### src/hdl/jtc_defs.svh
// Constants shared by the test access port design
`ifndef JTC_DEFS_SVH
`define JTC_DEFS_SVH

// Instruction register width, at least two cells
`define JTC_IR_WIDTH 2
// Boundary-scan register length, one cell per component pin
`define JTC_BSR_WIDTH 8
// Consecutive high mode-select clocks that force Reset
`define JTC_RESET_TMS_CLOCKS 5
// Instruction codes: all ones is bypass, all zeros drives pins
`define JTC_OP_SAMPLE 1
// Pattern loaded into the instruction shifter in Capture-IR
`define JTC_IR_CAPTURE 1

`endif

### src/hdl/jtc_pkg.sv
// Types for the test access port design
package jtc_pkg;

	// Sixteen controller states
	typedef enum logic [3:0] {
		JTC_RESET,
		JTC_IDLE,
		JTC_DR_SCAN,
		JTC_CAPTURE_DR,
		JTC_SHIFT_DR,
		JTC_EXIT1_DR,
		JTC_PAUSE_DR,
		JTC_EXIT2_DR,
		JTC_UPDATE_DR,
		JTC_IR_SCAN,
		JTC_CAPTURE_IR,
		JTC_SHIFT_IR,
		JTC_EXIT1_IR,
		JTC_PAUSE_IR,
		JTC_EXIT2_IR,
		JTC_UPDATE_IR
	} jtc_state_type;

	// Data register placed between serial in and serial out
	typedef enum logic [0:0] {
		JTC_SEL_BYPASS,
		JTC_SEL_BOUNDARY
	} jtc_sel_type;

endpackage

### src/hdl/jtc_scan_reg.sv
// Capture, shift and update register with a parallel output latch
`timescale 1ns/10ps
module jtc_scan_reg #(
	parameter int WIDTH = 2,
	parameter logic [WIDTH-1:0] RESET_VALUE = '0
) (
	input wire logic i_clock,
	input wire logic i_resetn,
	input wire logic i_clear,
	input wire logic i_capture,
	input wire logic i_shift,
	input wire logic i_update,
	input wire logic i_tdi,
	input wire logic [WIDTH-1:0] i_capture_data,
	output logic [WIDTH-1:0] o_shift_data,
	output logic [WIDTH-1:0] o_update_data
);

	// A register with no cells would leave nothing to shift or latch
	if (WIDTH < 1) begin : g_bad_width
		$error("jtc_scan_reg: WIDTH must be at least 1");
	end

	// Shift stage: serial data walks toward bit 0, which feeds the output
	always_ff @(posedge i_clock or negedge i_resetn) begin
		if (!i_resetn) begin
			o_shift_data <= '0;
		end else if (i_capture) begin
			o_shift_data <= i_capture_data;
		end else if (i_shift) begin
			// One expression for every width, so a single cell needs no reversed slice
			o_shift_data <= WIDTH'({i_tdi, o_shift_data} >> 1);
		end
	end

	// Update latch only moves on update or clear, so shifting never disturbs it
	always_ff @(posedge i_clock or negedge i_resetn) begin
		if (!i_resetn) begin
			o_update_data <= RESET_VALUE;
		end else if (i_clear) begin
			o_update_data <= RESET_VALUE;
		end else if (i_update) begin
			o_update_data <= o_shift_data;
		end
	end

endmodule

### src/hdl/jtc_tap.sv
// Test access port: controller, instruction, bypass and boundary registers
//
// What this block does
// - Pins are clock, mode, data in, data out, reset.
// - Synchronous controller decodes mode-select on test clock.
// - Five high mode-select clocks always reach Reset.
// - Reset holds while mode-select stays high.
// - Test logic inactive while in Reset.
// - Idle holds while mode-select stays low.
// - DR-Scan with low mode-select enters Capture-DR.
// - IR-Scan with low mode-select enters Capture-IR.
// - Capture-DR loads selected register in parallel.
// - Shift-DR moves data register toward output.
// - Pause-DR holds data register contents.
// - Exit2-DR returns to Shift or goes Update.
// - Update-DR latches data; latch steady while shifting.
// - Capture-IR loads instruction shifter in parallel.
// - Shift-IR moves instruction shifter toward output.
// - Pause-IR holds instruction shifter contents.
// - Exit2-IR returns to Shift or goes Update.
// - Update-IR latches new current instruction.
// - Instruction has two cells, selects test.
// - Bypass and boundary-scan registers both exist.
// - Bypass is one bit from input to output.
// - Boundary register reaches component inputs and outputs.
`timescale 1ns/10ps
`include "jtc_defs.svh"
module jtc_tap #(
	parameter int IR_WIDTH = `JTC_IR_WIDTH,
	parameter int BSR_WIDTH = `JTC_BSR_WIDTH
) (
	input wire logic i_clock,
	input wire logic i_resetn,
	input wire logic i_tck,
	input wire logic i_tms,
	input wire logic i_tdi,
	input wire logic i_trst_n,
	input wire logic [BSR_WIDTH-1:0] i_pin_capture,
	output logic o_tdo,
	output logic o_tdo_oe_n,
	output logic [BSR_WIDTH-1:0] o_pin_drive,
	output logic o_pin_drive_en,
	output logic o_test_active,
	output jtc_pkg::jtc_state_type o_state
);
	import jtc_pkg::*;

	// Fewer than two instruction cells cannot hold the three codes
	if (IR_WIDTH < 2) begin : g_bad_ir
		$error("jtc_tap: IR_WIDTH must be at least 2");
	end
	if (BSR_WIDTH < 1) begin : g_bad_bsr
		$error("jtc_tap: BSR_WIDTH must be at least 1");
	end

	localparam logic [IR_WIDTH-1:0] OP_EXTEST = '0;
	localparam logic [IR_WIDTH-1:0] OP_SAMPLE = IR_WIDTH'(`JTC_OP_SAMPLE);
	localparam logic [IR_WIDTH-1:0] OP_BYPASS = '1;
	localparam logic [IR_WIDTH-1:0] IR_CAPTURE = IR_WIDTH'(`JTC_IR_CAPTURE);

	// Optional test reset pin initialises the port without the clock
	logic rst_n;
	assign rst_n = i_resetn & i_trst_n;

	// Pins cross into i_clock through two flops before anything looks at them
	logic tck_s1;
	logic tck_s2;
	logic tck_s3;
	logic tms_s1;
	logic tms_s2;
	logic tdi_s1;
	logic tdi_s2;
	always_ff @(posedge i_clock or negedge rst_n) begin
		if (!rst_n) begin
			tck_s1 <= 1'b0;
			tck_s2 <= 1'b0;
			tck_s3 <= 1'b0;
			tms_s1 <= 1'b1;
			tms_s2 <= 1'b1;
			tdi_s1 <= 1'b1;
			tdi_s2 <= 1'b1;
		end else begin
			tck_s1 <= i_tck;
			tck_s2 <= tck_s1;
			tck_s3 <= tck_s2;
			tms_s1 <= i_tms;
			tms_s2 <= tms_s1;
			tdi_s1 <= i_tdi;
			tdi_s2 <= tdi_s1;
		end
	end

	// Edge strobes; mode and data share the clock's latency so they line up
	logic tck_rise;
	logic tck_fall;
	assign tck_rise = tck_s2 & ~tck_s3;
	assign tck_fall = ~tck_s2 & tck_s3;

	// Next state for the standard graph
	function automatic jtc_state_type next_tap(input jtc_state_type s, input logic m);
		case (s)
			JTC_RESET: next_tap = m ? JTC_RESET : JTC_IDLE;
			JTC_IDLE: next_tap = m ? JTC_DR_SCAN : JTC_IDLE;
			JTC_DR_SCAN: next_tap = m ? JTC_IR_SCAN : JTC_CAPTURE_DR;
			JTC_CAPTURE_DR: next_tap = m ? JTC_EXIT1_DR : JTC_SHIFT_DR;
			JTC_SHIFT_DR: next_tap = m ? JTC_EXIT1_DR : JTC_SHIFT_DR;
			JTC_EXIT1_DR: next_tap = m ? JTC_UPDATE_DR : JTC_PAUSE_DR;
			JTC_PAUSE_DR: next_tap = m ? JTC_EXIT2_DR : JTC_PAUSE_DR;
			JTC_EXIT2_DR: next_tap = m ? JTC_UPDATE_DR : JTC_SHIFT_DR;
			JTC_UPDATE_DR: next_tap = m ? JTC_DR_SCAN : JTC_IDLE;
			JTC_IR_SCAN: next_tap = m ? JTC_RESET : JTC_CAPTURE_IR;
			JTC_CAPTURE_IR: next_tap = m ? JTC_EXIT1_IR : JTC_SHIFT_IR;
			JTC_SHIFT_IR: next_tap = m ? JTC_EXIT1_IR : JTC_SHIFT_IR;
			JTC_EXIT1_IR: next_tap = m ? JTC_UPDATE_IR : JTC_PAUSE_IR;
			JTC_PAUSE_IR: next_tap = m ? JTC_EXIT2_IR : JTC_PAUSE_IR;
			JTC_EXIT2_IR: next_tap = m ? JTC_UPDATE_IR : JTC_SHIFT_IR;
			JTC_UPDATE_IR: next_tap = m ? JTC_DR_SCAN : JTC_IDLE;
			default: next_tap = JTC_RESET;
		endcase
	endfunction

	// Controller steps once per test clock rising edge
	jtc_state_type state;
	always_ff @(posedge i_clock or negedge rst_n) begin
		if (!rst_n) begin
			state <= JTC_RESET;
		end else if (tck_rise) begin
			state <= next_tap(state, tms_s2);
		end
	end
	assign o_state = state;

	// Instruction register; Reset forces bypass so the pins stay untouched
	logic [IR_WIDTH-1:0] ir_shift;
	logic [IR_WIDTH-1:0] ir_current;
	jtc_scan_reg #(
		.WIDTH(IR_WIDTH),
		.RESET_VALUE(OP_BYPASS)
	) u_ir (
		.i_clock(i_clock),
		.i_resetn(rst_n),
		.i_clear(state == JTC_RESET),
		.i_capture(tck_rise && state == JTC_CAPTURE_IR),
		.i_shift(tck_rise && state == JTC_SHIFT_IR),
		.i_update(tck_rise && state == JTC_UPDATE_IR),
		.i_tdi(tdi_s2),
		.i_capture_data(IR_CAPTURE),
		.o_shift_data(ir_shift),
		.o_update_data(ir_current)
	);

	// Current instruction picks the data register; unknown codes fall to bypass
	function automatic jtc_sel_type dr_select(input logic [IR_WIDTH-1:0] op);
		if (op == OP_EXTEST || op == OP_SAMPLE) begin
			dr_select = JTC_SEL_BOUNDARY;
		end else begin
			dr_select = JTC_SEL_BYPASS;
		end
	endfunction

	logic dr_capture;
	logic dr_shift;
	logic dr_update;
	assign dr_capture = tck_rise && state == JTC_CAPTURE_DR;
	assign dr_shift = tck_rise && state == JTC_SHIFT_DR;
	assign dr_update = tck_rise && state == JTC_UPDATE_DR;

	// Boundary register captures pin levels and latches values to drive
	logic [BSR_WIDTH-1:0] bsr_shift;
	jtc_scan_reg #(
		.WIDTH(BSR_WIDTH),
		.RESET_VALUE('0)
	) u_bsr (
		.i_clock(i_clock),
		.i_resetn(rst_n),
		.i_clear(1'b0),
		.i_capture(dr_capture && dr_select(ir_current) == JTC_SEL_BOUNDARY),
		.i_shift(dr_shift && dr_select(ir_current) == JTC_SEL_BOUNDARY),
		.i_update(dr_update && dr_select(ir_current) == JTC_SEL_BOUNDARY),
		.i_tdi(tdi_s2),
		.i_capture_data(i_pin_capture),
		.o_shift_data(bsr_shift),
		.o_update_data(o_pin_drive)
	);

	// One-bit bypass cell; capture clears it as the standard path expects
	logic bypass_bit;
	always_ff @(posedge i_clock or negedge rst_n) begin
		if (!rst_n) begin
			bypass_bit <= 1'b0;
		end else if (dr_capture && dr_select(ir_current) == JTC_SEL_BYPASS) begin
			bypass_bit <= 1'b0;
		end else if (dr_shift && dr_select(ir_current) == JTC_SEL_BYPASS) begin
			bypass_bit <= tdi_s2;
		end
	end

	// Serial output changes only on the falling test clock edge
	logic next_tdo;
	always_comb begin
		if (state == JTC_SHIFT_IR) begin
			next_tdo = ir_shift[0];
		end else if (dr_select(ir_current) == JTC_SEL_BOUNDARY) begin
			next_tdo = bsr_shift[0];
		end else begin
			next_tdo = bypass_bit;
		end
	end
	always_ff @(posedge i_clock or negedge rst_n) begin
		if (!rst_n) begin
			o_tdo <= 1'b1;
			o_tdo_oe_n <= 1'b1;
		end else if (tck_fall) begin
			o_tdo <= next_tdo;
			o_tdo_oe_n <= !(state == JTC_SHIFT_DR || state == JTC_SHIFT_IR);
		end
	end

	// Pins are only taken over under the drive instruction, never in Reset
	always_ff @(posedge i_clock or negedge rst_n) begin
		if (!rst_n) begin
			o_pin_drive_en <= 1'b0;
			o_test_active <= 1'b0;
		end else begin
			o_pin_drive_en <= (ir_current == OP_EXTEST) && state != JTC_RESET;
			o_test_active <= state != JTC_RESET;
		end
	end

	// Helper: run of consecutive high mode-select samples, saturating
	logic [2:0] tms_ones;
	always_ff @(posedge i_clock or negedge rst_n) begin
		if (!rst_n) begin
			tms_ones <= 3'h0;
		end else if (tck_rise) begin
			if (!tms_s2) begin
				tms_ones <= 3'h0;
			end else if (tms_ones != 3'h7) begin
				tms_ones <= tms_ones + 3'h1;
			end
		end
	end
endmodule

### config.mk
export PLATFORM = sky130hd
export DESIGN_NAME = jtc_tap
export DESIGN_NICKNAME = d
export VERILOG_FILES = /design/src/hdl/jtc_pkg.sv /design/src/hdl/jtc_scan_reg.sv /design/src/hdl/jtc_tap.sv
export VERILOG_INCLUDE_DIRS = /design/src /design/src/hdl
export SDC_FILE = /design/constraint.sdc
export NUM_CORES = 1
export LEC_CHECK = 0
export ABC_AREA = 1
export BUFFER_PORTS_ARGS = -buffer_cell sky130_fd_sc_hd__buf_2
export CAP_MARGIN = 10
export CORE_MARGIN = 4
export CORE_UTILIZATION = 30
export DETAILED_ROUTE_END_ITERATION = 12
export HOLD_SLACK_MARGIN = 0.05
export PLACE_DENSITY = 0.57
export SYNTH_ARGS = -nofsm -noshare
export SYNTH_HDL_FRONTEND = slang
export SYNTH_SLANG_ARGS = --single-unit
### constraint.sdc
create_clock -name i_clock -period 1.7 [get_ports i_clock]
set_input_delay 0.34 -clock i_clock [delete_from_list [all_inputs] [get_ports i_clock]]
set_output_delay 0.34 -clock i_clock [all_outputs]
set_load 0.05 [all_outputs]
==> results of run 1 <==
-- flip-flops by register name, summed over array words and instances (netlist names) --
| name | count |
|---|---|
| bypass_bit | 1 |
| o_tdo_oe_n | 1 |
| tdi_s1 | 1 |
| u_ir.o_update_data | 2 |
| o_state | 4 |
| o_tdo | 1 |
| tdi_s2 | 1 |
| o_test_active | 1 |
| tck_s1 | 1 |
| tms_s2 | 1 |
| o_pin_drive_en | 1 |
| u_bsr.o_update_data | 8 |
| u_ir.o_shift_data | 2 |
| tms_s1 | 1 |
| u_bsr.o_shift_data | 8 |
| tck_s2 | 1 |
| tck_s3 | 1 |
-- critical path: cells and delay by family (launching register included) --
kind / cells / cell delay [ns]
buffers and inverters: 2 / 0.45
DFF: 1 / 0.43
-- worst paths after layout --
| path | from | to | slack (ns) |
|---|---|---|---|
| worst max register to register | o_state[2] | u_bsr.o_shift_data[3] | 0.21 |
| worst max-delay path | o_state[1] | o_state[1] | 0.21 |
| min in group asynchronous | i_trst_n | o_state[2] | 0.17 |
| max in group asynchronous | i_resetn | u_ir.o_update_data[0] | 1.19 |
| worst min register to register | tck_s1 | tck_s2 | 0.35 |
| worst min-delay path | i_tdi | tdi_s1 | 0.16 |
-- cells in the mapped netlist, types with 2 or more instances --
master   instances
o22ai_2          3
nand2_2          6
dfstp_2          8
o22ai_1          5
nor2_2           2
nor2_4           3
a21oi_1          7
inv_1           20
a31oi_1          2
nor2_1          30
nor3_1           3
nand2_1         53
o21ai_1          8
nand2_4          3
o21ai_0         10
nand3_1          7
dfrtp_1         28
buf_4            2
-- layer usage --
metal  vias up  share of wire (%)
met2        27                 43
met4         0               0.89
met3         2                4.5
met1       630                 51
li1        733                  -
met5         -                  0
-- cell families (layout without fill, tap and decap cells) --
family,count (synthesis),count (layout),synth area share [%]
DFF,36,36,51.7
and+or+nand+nor,109,109,28.2
buffers and inverters,27,63,7.89
AOI/OAI and AO/OA,36,36,12.2
-- through the flow --
step                power [W]  cell area, um2  cells
CTS                   0.00258            2050    316
detailed placement    0.00201            1970    308
global route          0.00273            2060    316
floorplan             0.00178            1760    208
finish                0.00255            2060    316
global placement      0.00201            1970    308
-- cell type report --
type	instances	area share [%]
flip-flops and latches	36	44.3
multi-input cells	145	34.7
repair buffers	33	8.52
well taps	72	4.38
inverters	22	4.26
clock buffers	8	3.89
-- where the power goes --
group	switching, W	internal, W	total (W)
sequential	0.0000874	0.000970	0.00106
clock	0.000263	0.000291	0.000554
combinational	0.000666	0.000270	0.000935
total	0.00102	0.00153	0.00255
==> metrics.txt, run 1 <==
status=finished, final reports clean; CP Data Arrival Time=1.15 ns; Detailed Route WL=3500 um; ANT nets after route=0; global routing usage on met3=3.04%; First DRT Iteration DRCs=128; hold-fix buffers at CTS=0; drt wl/cell=11.1 um; commonest non-fill, non-tap cell in the layout=nand2_1; Avg Vias per Cell=4.41; Reg clk slew, reported paths=0.06 ns; port buffer count=29; via count=1,392; CTS tree=built; commonest non-fill, non-tap cells in the layout=nand2_1, nor2_1, buf_2; NumNets Final=257; CTS max path bufs=2; met1 Track Usage GR=14.2%; peak supply drop=664 uV; area grow syn2layout=16.8%; Syn Area/Cell=8.46 um2; PwrDens=1240 nW/um2; Layout fillers=630; max-slew violations=0; Tightest Hold Check Type=primary input to flip-flop; post-synthesis register bit count=36; Fin Setup TNS=0 ns; top_reg_cell synth=dfrtp_1; CORE AREA=5610 um2; Util after Layout=36.7%; worst path required time=1.36 ns; Mapped Area=1760 um2; most used routing layer=met2; Root Driver=clkbuf_8; Setup WS post-layout=0.209 ns; fmax=671 MHz; antenna violations before repair=0; # DRC=0; minimum clock period=1.49 ns; RSZ-0062 raised after global routing=false; largest net degree at the start of global routing=37; CTS H-tree depth=2; first drt pass iteration count=4; Worst setup SP type=flip-flop; Cells after Synth=208; met2 usage=15.9%; Slew headroom=70.6%; area occupied by registers=911 um2; WS Path Type=flip-flop to primary output; Hold Slack=0.159 ns; Clock Latency Late Sink=0.28 ns; Yosys top cell area share=39.8%; Resized cells post-CTS=0; Placer Congestion=0.873; share of layout cells above drive strength 1=27.5%; Register-to-Register Path Depth=7; postcts setup bufs=0; initial core utilization=31.4%; std cell rows=27; Final Hold Violating Endpoints=0; CP Capture Type=primary output; Placement Setup Slack=0.184 ns; worst-path cell chain=buf_4, buf_2; Post-DP HPWL=2570 um; Syn. warnings=0; Die ar.=7160 um2; Distinct cells, synth=26; slowest cell on the critical path=dfrtp_1; top post-synthesis cells by area=dfrtp_1, dfstp_2, nand2_1, nor2_1, inv_1; crit-path max FO=7; number of setup violations in the final report=0; Remaining Overflow, GRT=0; area occupied by multi-input gates=713 um2; vias in the first global route=1,357; worst-margin pin slew=0.441 ns; io pins=30; antenna cells=0; slowest stage delay, CP=0.43 ns; Global Route Usage Sum=10.4%; Synthesized Nets=222; EDFF count, synth=0; max capacitance violation total=0; cell taking the most area after synthesis=dfrtp_1; Clock Skew=0.00692 ns; Post-synth ARST share=100%; CTS buffer count=5; WHS Path Cells=1; clock sinks=36; die width=84.6 um; Die Span Y=84.6 um; global-route wire length before repair=6090 um; period utilization=87.7%; LEAKAGE=1.05 nW; register area share after synthesis=51.7%
Power figures use the tool's default switching activity.
==> run 2, diff against run 1 <==
ABC_AREA = not set   (was 1)
==> run 2 against run 1 <==
Global-route usage grew 0.81 points. First-iteration DRC count down 55%. Area after synthesis fell by 5.4%. Clock power increased by 33%. Setup slack worse by 0.16 ns. Sequential share of layout area is 0.35 points higher. Clock skew fell by 0.0025 ns. Largest power group is now combinational logic. Highest routed layer unchanged. Cell count shrank 18%. Die area shrank 4.9%. Combinational power rose by 22%. Via count decreased by 8.0%. Total power rose by 17%.
==> metrics.txt, run 2 <==
status=finished, final reports clean (unchanged); Hold Crit Start=i_tms (was i_tdi); hold-fix buffers at CTS=0 (unchanged); sw frac=38.9% (was 39.9%); EDFF count, synth=0 (unchanged); register area share after synthesis=54.7% (was 51.7%); number of setup violations in the final report=0 (unchanged); Register-to-Register Path Depth=4 (was 7); Placer Congestion=0.773 (was 0.873); clock sinks=36 (unchanged); Synthesized Nets=168 (was 222); max capacitance violation total=0 (unchanged); largest net degree at the start of global routing=37 (unchanged); std cell rows=26 (was 27); worst-margin pin slew=0.483 ns (was 0.441 ns); Post-DP HPWL=2360 um (was 2570 um); Net Switching=0.00116 W (was 0.00102 W); Tightest Hold Check Type=primary input to flip-flop (unchanged); First DRT Iteration DRCs=57 (was 128); Post-synth ARST share=100% (unchanged); share of layout cells above drive strength 1=35.3% (was 27.5%); Avg Vias per Cell=4.93 (was 4.41); initial core utilization=31.8% (was 31.4%); Clock Latency Late Sink=0.29 ns (was 0.28 ns); Root Driver=clkbuf_8 (unchanged); # DRC=0 (unchanged); postcts setup bufs=0 (unchanged); Tot Pwr=0.00299 W (was 0.00255 W); WS Path Type=flip-flop to flip-flop (was flip-flop to primary output); cell taking the most area after synthesis=dfrtp_1 (unchanged); area grow syn2layout=23.2% (was 16.8%); CTS max path bufs=2 (unchanged); period utilization=97.0% (was 87.7%); R2R Setup Slk=0.05 ns (was 0.21 ns); Hold Slack=0.149 ns (was 0.159 ns); Mapped Area=1670 um2 (was 1760 um2); beginning of the worst register-to-register path=o_state[0] (was o_state[2]); Detailed Route WL=3460 um (was 3500 um); NumNets Final=203 (was 257); Syn Area/Cell=10.8 um2 (was 8.46 um2); RSZ-0062 raised after global routing=true (was false); Die ar.=6810 um2 (was 7160 um2); Synth top cells by count=dfrtp_1, nand2_1, o21ai_1 (was nand2_1, nor2_1, dfrtp_1); most common cell in the netlist=dfrtp_1 (was nand2_1); Remaining Overflow, GRT=0 (unchanged); Hold Path Sink=tms_s1 (was tdi_s1); worst path required time=1.86 ns (was 1.36 ns); Yosys top cell area share=42.1% (was 39.8%); die width=82.5 um (was 84.6 um); PwrDens=1460 nW/um2 (was 1240 nW/um2); reg2reg end=u_bsr.o_shift_data[7] (was u_bsr.o_shift_data[3]); Die Span Y=82.5 um (was 84.6 um); vias in the first global route=1,214 (was 1,357); io pins=30 (unchanged); global-route wire length before repair=5730 um (was 6090 um); drt wl/cell=13.3 um (was 11.1 um); Internal Pwr Total=0.00182 W (was 0.00153 W); port buffer count=29 (unchanged); Syn. warnings=0 (unchanged); CP Data Arrival Time=1.81 ns (was 1.15 ns); first drt pass iteration count=5 (was 4); commonest non-fill, non-tap cells in the layout=buf_2, dfrtp_1, nand2_1 (was nand2_1, nor2_1, buf_2); share of power burned in registers=37.0% (was 41.5%); top_reg_cell synth=dfrtp_1 (unchanged); crit-path max FO=8 (was 7); max-slew violations=0 (unchanged); CORE AREA=5240 um2 (was 5610 um2); ANT nets after route=0 (unchanged); Reg clk slew, reported paths=0.07 ns (was 0.06 ns); minimum clock period=1.65 ns (was 1.49 ns); Global Route Usage Sum=11.3% (was 10.4%); CTS buffer count=5 (unchanged); WHS Path Cells=1 (unchanged); CP Capture Type=flip-flop (was primary output); Cells after Synth=154 (was 208); CTS H-tree depth=2 (unchanged); antenna cells=0 (unchanged); fmax=607 MHz (was 671 MHz); CTS tree=built (unchanged); Worst setup SP type=flip-flop (unchanged); peak supply drop=872 uV (was 664 uV); Distinct cells, synth=36 (was 26); Final Hold Violating Endpoints=0 (unchanged); clock power share=24.7% (was 21.7%); via count=1,281 (was 1,392); Clock Skew=0.00441 ns (was 0.00692 ns); Comb power frac=38.2% (was 36.7%); top post-synthesis cells by area=dfrtp_1, dfstp_2, mux2i_1, mux2_1, nand2_1 (was dfrtp_1, dfstp_2, nand2_1, nor2_1, inv_1); commonest non-fill, non-tap cell in the layout=buf_2 (was nand2_1); LEAKAGE=0.951 nW (was 1.05 nW); Slew headroom=67.4% (was 70.6%); post-synthesis register bit count=36 (unchanged); antenna violations before repair=0 (unchanged)
## run 2: how the worst max path moves through the flow
| stage | start | endpoint | slack [ns] | depth (start not counted) |
|---|---|---|---|---|
| floorplan | o_state[2] | u_bsr.o_shift_data[5] | -0.05 | 5 |
| global placement | o_state[0] | u_bsr.o_shift_data[6] | 0.02 | 4 |
| detailed placement | o_state[0] | u_bsr.o_shift_data[6] | 0.0003 | 4 |
| CTS | o_state[1] | o_state[0] | 0.04 | 5 |
| global route | o_state[0] | u_bsr.o_shift_data[1] | 0.004 | 4 |
| finish | o_state[0] | u_bsr.o_shift_data[7] | 0.05 | 4 |
## run 2: worst max-delay path: stages (launching register included)
cell and delay (ns):
dfrtp_2 0.40, or3b_4 0.40, a2111o_2 0.56, nand2_1 0.09
o21ai_1 0.06
## run 2: cells by family after synthesis
group / share of synthesized area, %
flip-flops: 54.7
buffers and inverters: 3.91
AND/OR/NAND/NOR: 15.6
AO/OA/AOI/OAI: 14.4
multiplexers: 11.5
## run 2: power by group through the flow
stage / sequential [W] / combinational [W] / clock (W)
floorplan: 0.00138 / 0.000558 / 0
global placement: 0.00111 / 0.00111 / 0
detailed placement: 0.00112 / 0.00112 / 0
CTS: 0.00110 / 0.00113 / 0.000767
global route: 0.00113 / 0.00127 / 0.000804
finish: 0.00111 / 0.00114 / 0.000738
## run 2: through the flow
step	instance area [um2]	cells	setup WS, ns	utilization, %	TNS (ns)
global route	2050	260	0.00361	39.2	0
finish	2050	260	0.0514	39.2	0
global placement	1920	251	0.0160	36.7	0
CTS	2030	259	0.0446	38.8	0
floorplan	1670	154	-0.0532	-	-0.392
detailed placement	1920	251	0.000312	36.7	0
## run 2: area by class of cell
class | count | area (um2)
Fill cell | 510 | 3190
Timing Repair Buffer | 38 | 213
Clock buffer | 5 | 68.8
Inverter | 4 | 15.0
Sequential cell | 36 | 916
Clock inverter | 3 | 42.5
Multi-Input combinational cell | 104 | 709
Tap cell | 70 | 87.6
## run 2: metal layers
layer  wire [um]  vias to the layer above  track usage [%]  part of all wire [%]
met4          80                        0             6.05                   2.3
met3         180                       10             3.36                   5.2
met1        1710                      607             14.9                    49
met5           0                        -                0                     0
li1            -                      628                -                     -
met2        1490                       36             16.4                    43
## run 2: timing repair
action / 4_1_cts / 5_1_grt
pin swaps: 0 / 6
gates resized for setup: 1 / 3
gates cloned: 0 / 1
setup endpoints to repair: 5 / 10
==> run 3, diff against run 2 <==
RECOVER_POWER = 50   (was not set)
==> run 3 against run 2 <==
Die area unchanged. Fmax barely moved. Final area shrank 0.12%. Clock-buffer cell count unchanged. Clock skew grew 0.00069 ns. Core utilization hardly changed. Total power about the same. First-iteration DRC count increased by 1.8%. Clock power hardly changed. Sequential power is essentially flat. Setup slack worse by 0.0011 ns. Via count shrank 0.78%. Critical endpoint unchanged.
==> metrics.txt, run 3 (synthesized netlist as in run 2, its figures left out) <==
std cell rows=26 (unchanged); slowest stage delay, CP=0.56 ns (about the same); share of layout cells above drive strength 1=35.3% (unchanged); commonest non-fill, non-tap cells in the layout=buf_2, dfrtp_1, nand2_1 (unchanged); period utilization=97.0% (about the same); minimum clock period=1.65 ns (about the same); CTS max path bufs=2 (unchanged); clock power share=24.7% (about the same); Worst setup SP type=flip-flop (unchanged); worst-path cell chain=or3b_4, a2111o_2, nand2_1, o21ai_1 (unchanged); Comb power frac=38.3% (was 38.2%); Slew headroom=42.3% (was 67.4%); Internal Pwr Total=0.00182 W (about the same); LEAKAGE=0.951 nW (about the same); io pins=30 (unchanged); largest net degree at the start of global routing=37 (unchanged); Clock Skew=0.00509 ns (was 0.00441 ns); CP Data Arrival Time=1.81 ns (about the same); worst-margin pin slew=0.865 ns (was 0.483 ns); fmax=606 MHz (was 607 MHz); Final Hold Violating Endpoints=0 (unchanged); CTS tree=built (unchanged); area grow syn2layout=23.1% (was 23.2%); Net Switching=0.00116 W (about the same); CTS buffer count=5 (unchanged); Die ar.=6810 um2 (unchanged); Setup WS post-layout=0.0503 ns (was 0.0514 ns); first drt pass iteration count=4 (was 5); crit-path max FO=8 (unchanged); CORE AREA=5240 um2 (unchanged); clock sinks=36 (unchanged); peak supply drop=877 uV (was 872 uV); # DRC=0 (unchanged); Tightest Hold Check Type=primary input to flip-flop (unchanged); M1 WL=1740 um (was 1710 um); First DRT Iteration DRCs=58 (was 57); met2 routed WL=1490 um (about the same); Root Driver=clkbuf_8 (unchanged); Global Route Usage Sum=11.3% (unchanged); via count=1,271 (was 1,281); Highest Signal Layer=met4 (unchanged); NumNets Final=203 (unchanged); Reg clk slew, reported paths=0.07 ns (about the same); Post-DP HPWL=2360 um (unchanged); ANT nets after route=0 (unchanged); antenna cells=0 (unchanged); status=finished, final reports clean (unchanged); Placement Setup Slack=0.000312 ns (unchanged); global-route wire length before repair=5730 um (unchanged); sw frac=39.0% (was 38.9%); PwrDens=1460 nW/um2 (about the same); max capacitance violation total=0 (unchanged); WS Path Type=flip-flop to flip-flop (unchanged); CP Capture Type=flip-flop (unchanged); worst path required time=1.86 ns (about the same); postcts setup bufs=0 (unchanged); Fin Setup TNS=0 ns (unchanged); Clock Latency Late Sink=0.29 ns (about the same); initial core utilization=31.8% (unchanged); Avg Vias per Cell=4.89 (was 4.93); max-slew violations=0 (unchanged); port buffer count=29 (unchanged); drt wl/cell=13.3 um (about the same); post-placement cell count=251 (unchanged); Detailed Route WL=3460 um (about the same); slowest cell on the critical path=a2111o_2 (unchanged); routed wl met3=168 um (was 180 um); Layout Cells excl Fill=260 (unchanged); CTS H-tree depth=2 (unchanged); Remaining Overflow, GRT=0 (unchanged); number of setup violations in the final report=0 (unchanged); Placer Congestion=0.773 (unchanged); Crit path max-delay family=compound AO/OA/AOI/OAI gates (unchanged); RSZ-0062 raised after global routing=true (unchanged); antenna violations before repair=0 (unchanged); Die Span Y=82.5 um (unchanged); Critical path buffers and inverters=0 (unchanged); vias in the first global route=1,214 (unchanged); die width=82.5 um (unchanged); commonest non-fill, non-tap cell in the layout=buf_2 (unchanged); share of power burned in registers=37.0% (about the same)
## run 3: changes by cell type in the layout (fill, tap and decap cells not counted), sizes merged
cell	change
clkbuf	+1
buf	-1
## run 3: power by group through the flow
| stage | Clock (W) | Combinational [W] | Sequential, W |
|---|---|---|---|
| floorplan | 0 | 0.000558 | 0.00138 |
| global placement | 0 | 0.00111 | 0.00111 |
| detailed placement | 0 | 0.00112 | 0.00112 |
| CTS | 0.000767 | 0.00113 | 0.00110 |
| global route | 0.000804 | 0.00127 | 0.00113 |
| finish | 0.000737 | 0.00114 | 0.00111 |
## run 3: layout make-up
type,instances,area (um2)
Tap cell,70,87.6
Multi-Input combinational cell,104,709
Inverter,4,15.0
Clock inverter,3,42.5
Fill cell,511,3190
Sequential cell,36,916
Clock buffer,5,68.8
Timing Repair Buffer,38,210
## run 3: stage by stage
step / area (um2) / total power [W] / hold WS [ns] / utilization [%]
finish: 2050 / 0.00299 / 0.149 / 39.1
global route: 2050 / 0.00320 / 0.129 / 39.1
CTS: 2030 / 0.00299 / 0.140 / 38.8
detailed placement: 1920 / 0.00224 / 0.338 / 36.7
global placement: 1920 / 0.00223 / 0.339 / 36.7
floorplan: 1670 / 0.00193 / 0.331 / -
## run 3: routing by layer
layer  GRT usage [%]  vias up
met5               0        -
met4            6.05        0
met3            3.36        6
met2            16.4       32
met1            14.9      603
li1                -      630
## run 3: path summary, 6_finish.rpt
path	to	start	cells past startpoint	slack (ns)
max in group asynchronous	o_state[3]	i_resetn	3	0.74
setup reg to reg	u_bsr.o_shift_data[7]	o_state[0]	4	0.05
hold reg to reg	tck_s2	tck_s1	0	0.35
setup / recovery	u_bsr.o_shift_data[7]	o_state[0]	4	0.05
min in group asynchronous	u_bsr.o_update_data[0]	i_trst_n	3	0.36
hold / removal	tms_s1	i_tms	1	0.15
## run 3: what timing repair did
| item | in CTS | in global routing |
|---|---|---|
| cloned | 0 | 1 |
| endpoints found under the setup margin | 5 | 10 |
| pin swaps | 0 | 6 |
| resized for setup | 1 | 3 |
| hold buffers | 0 | 0 |
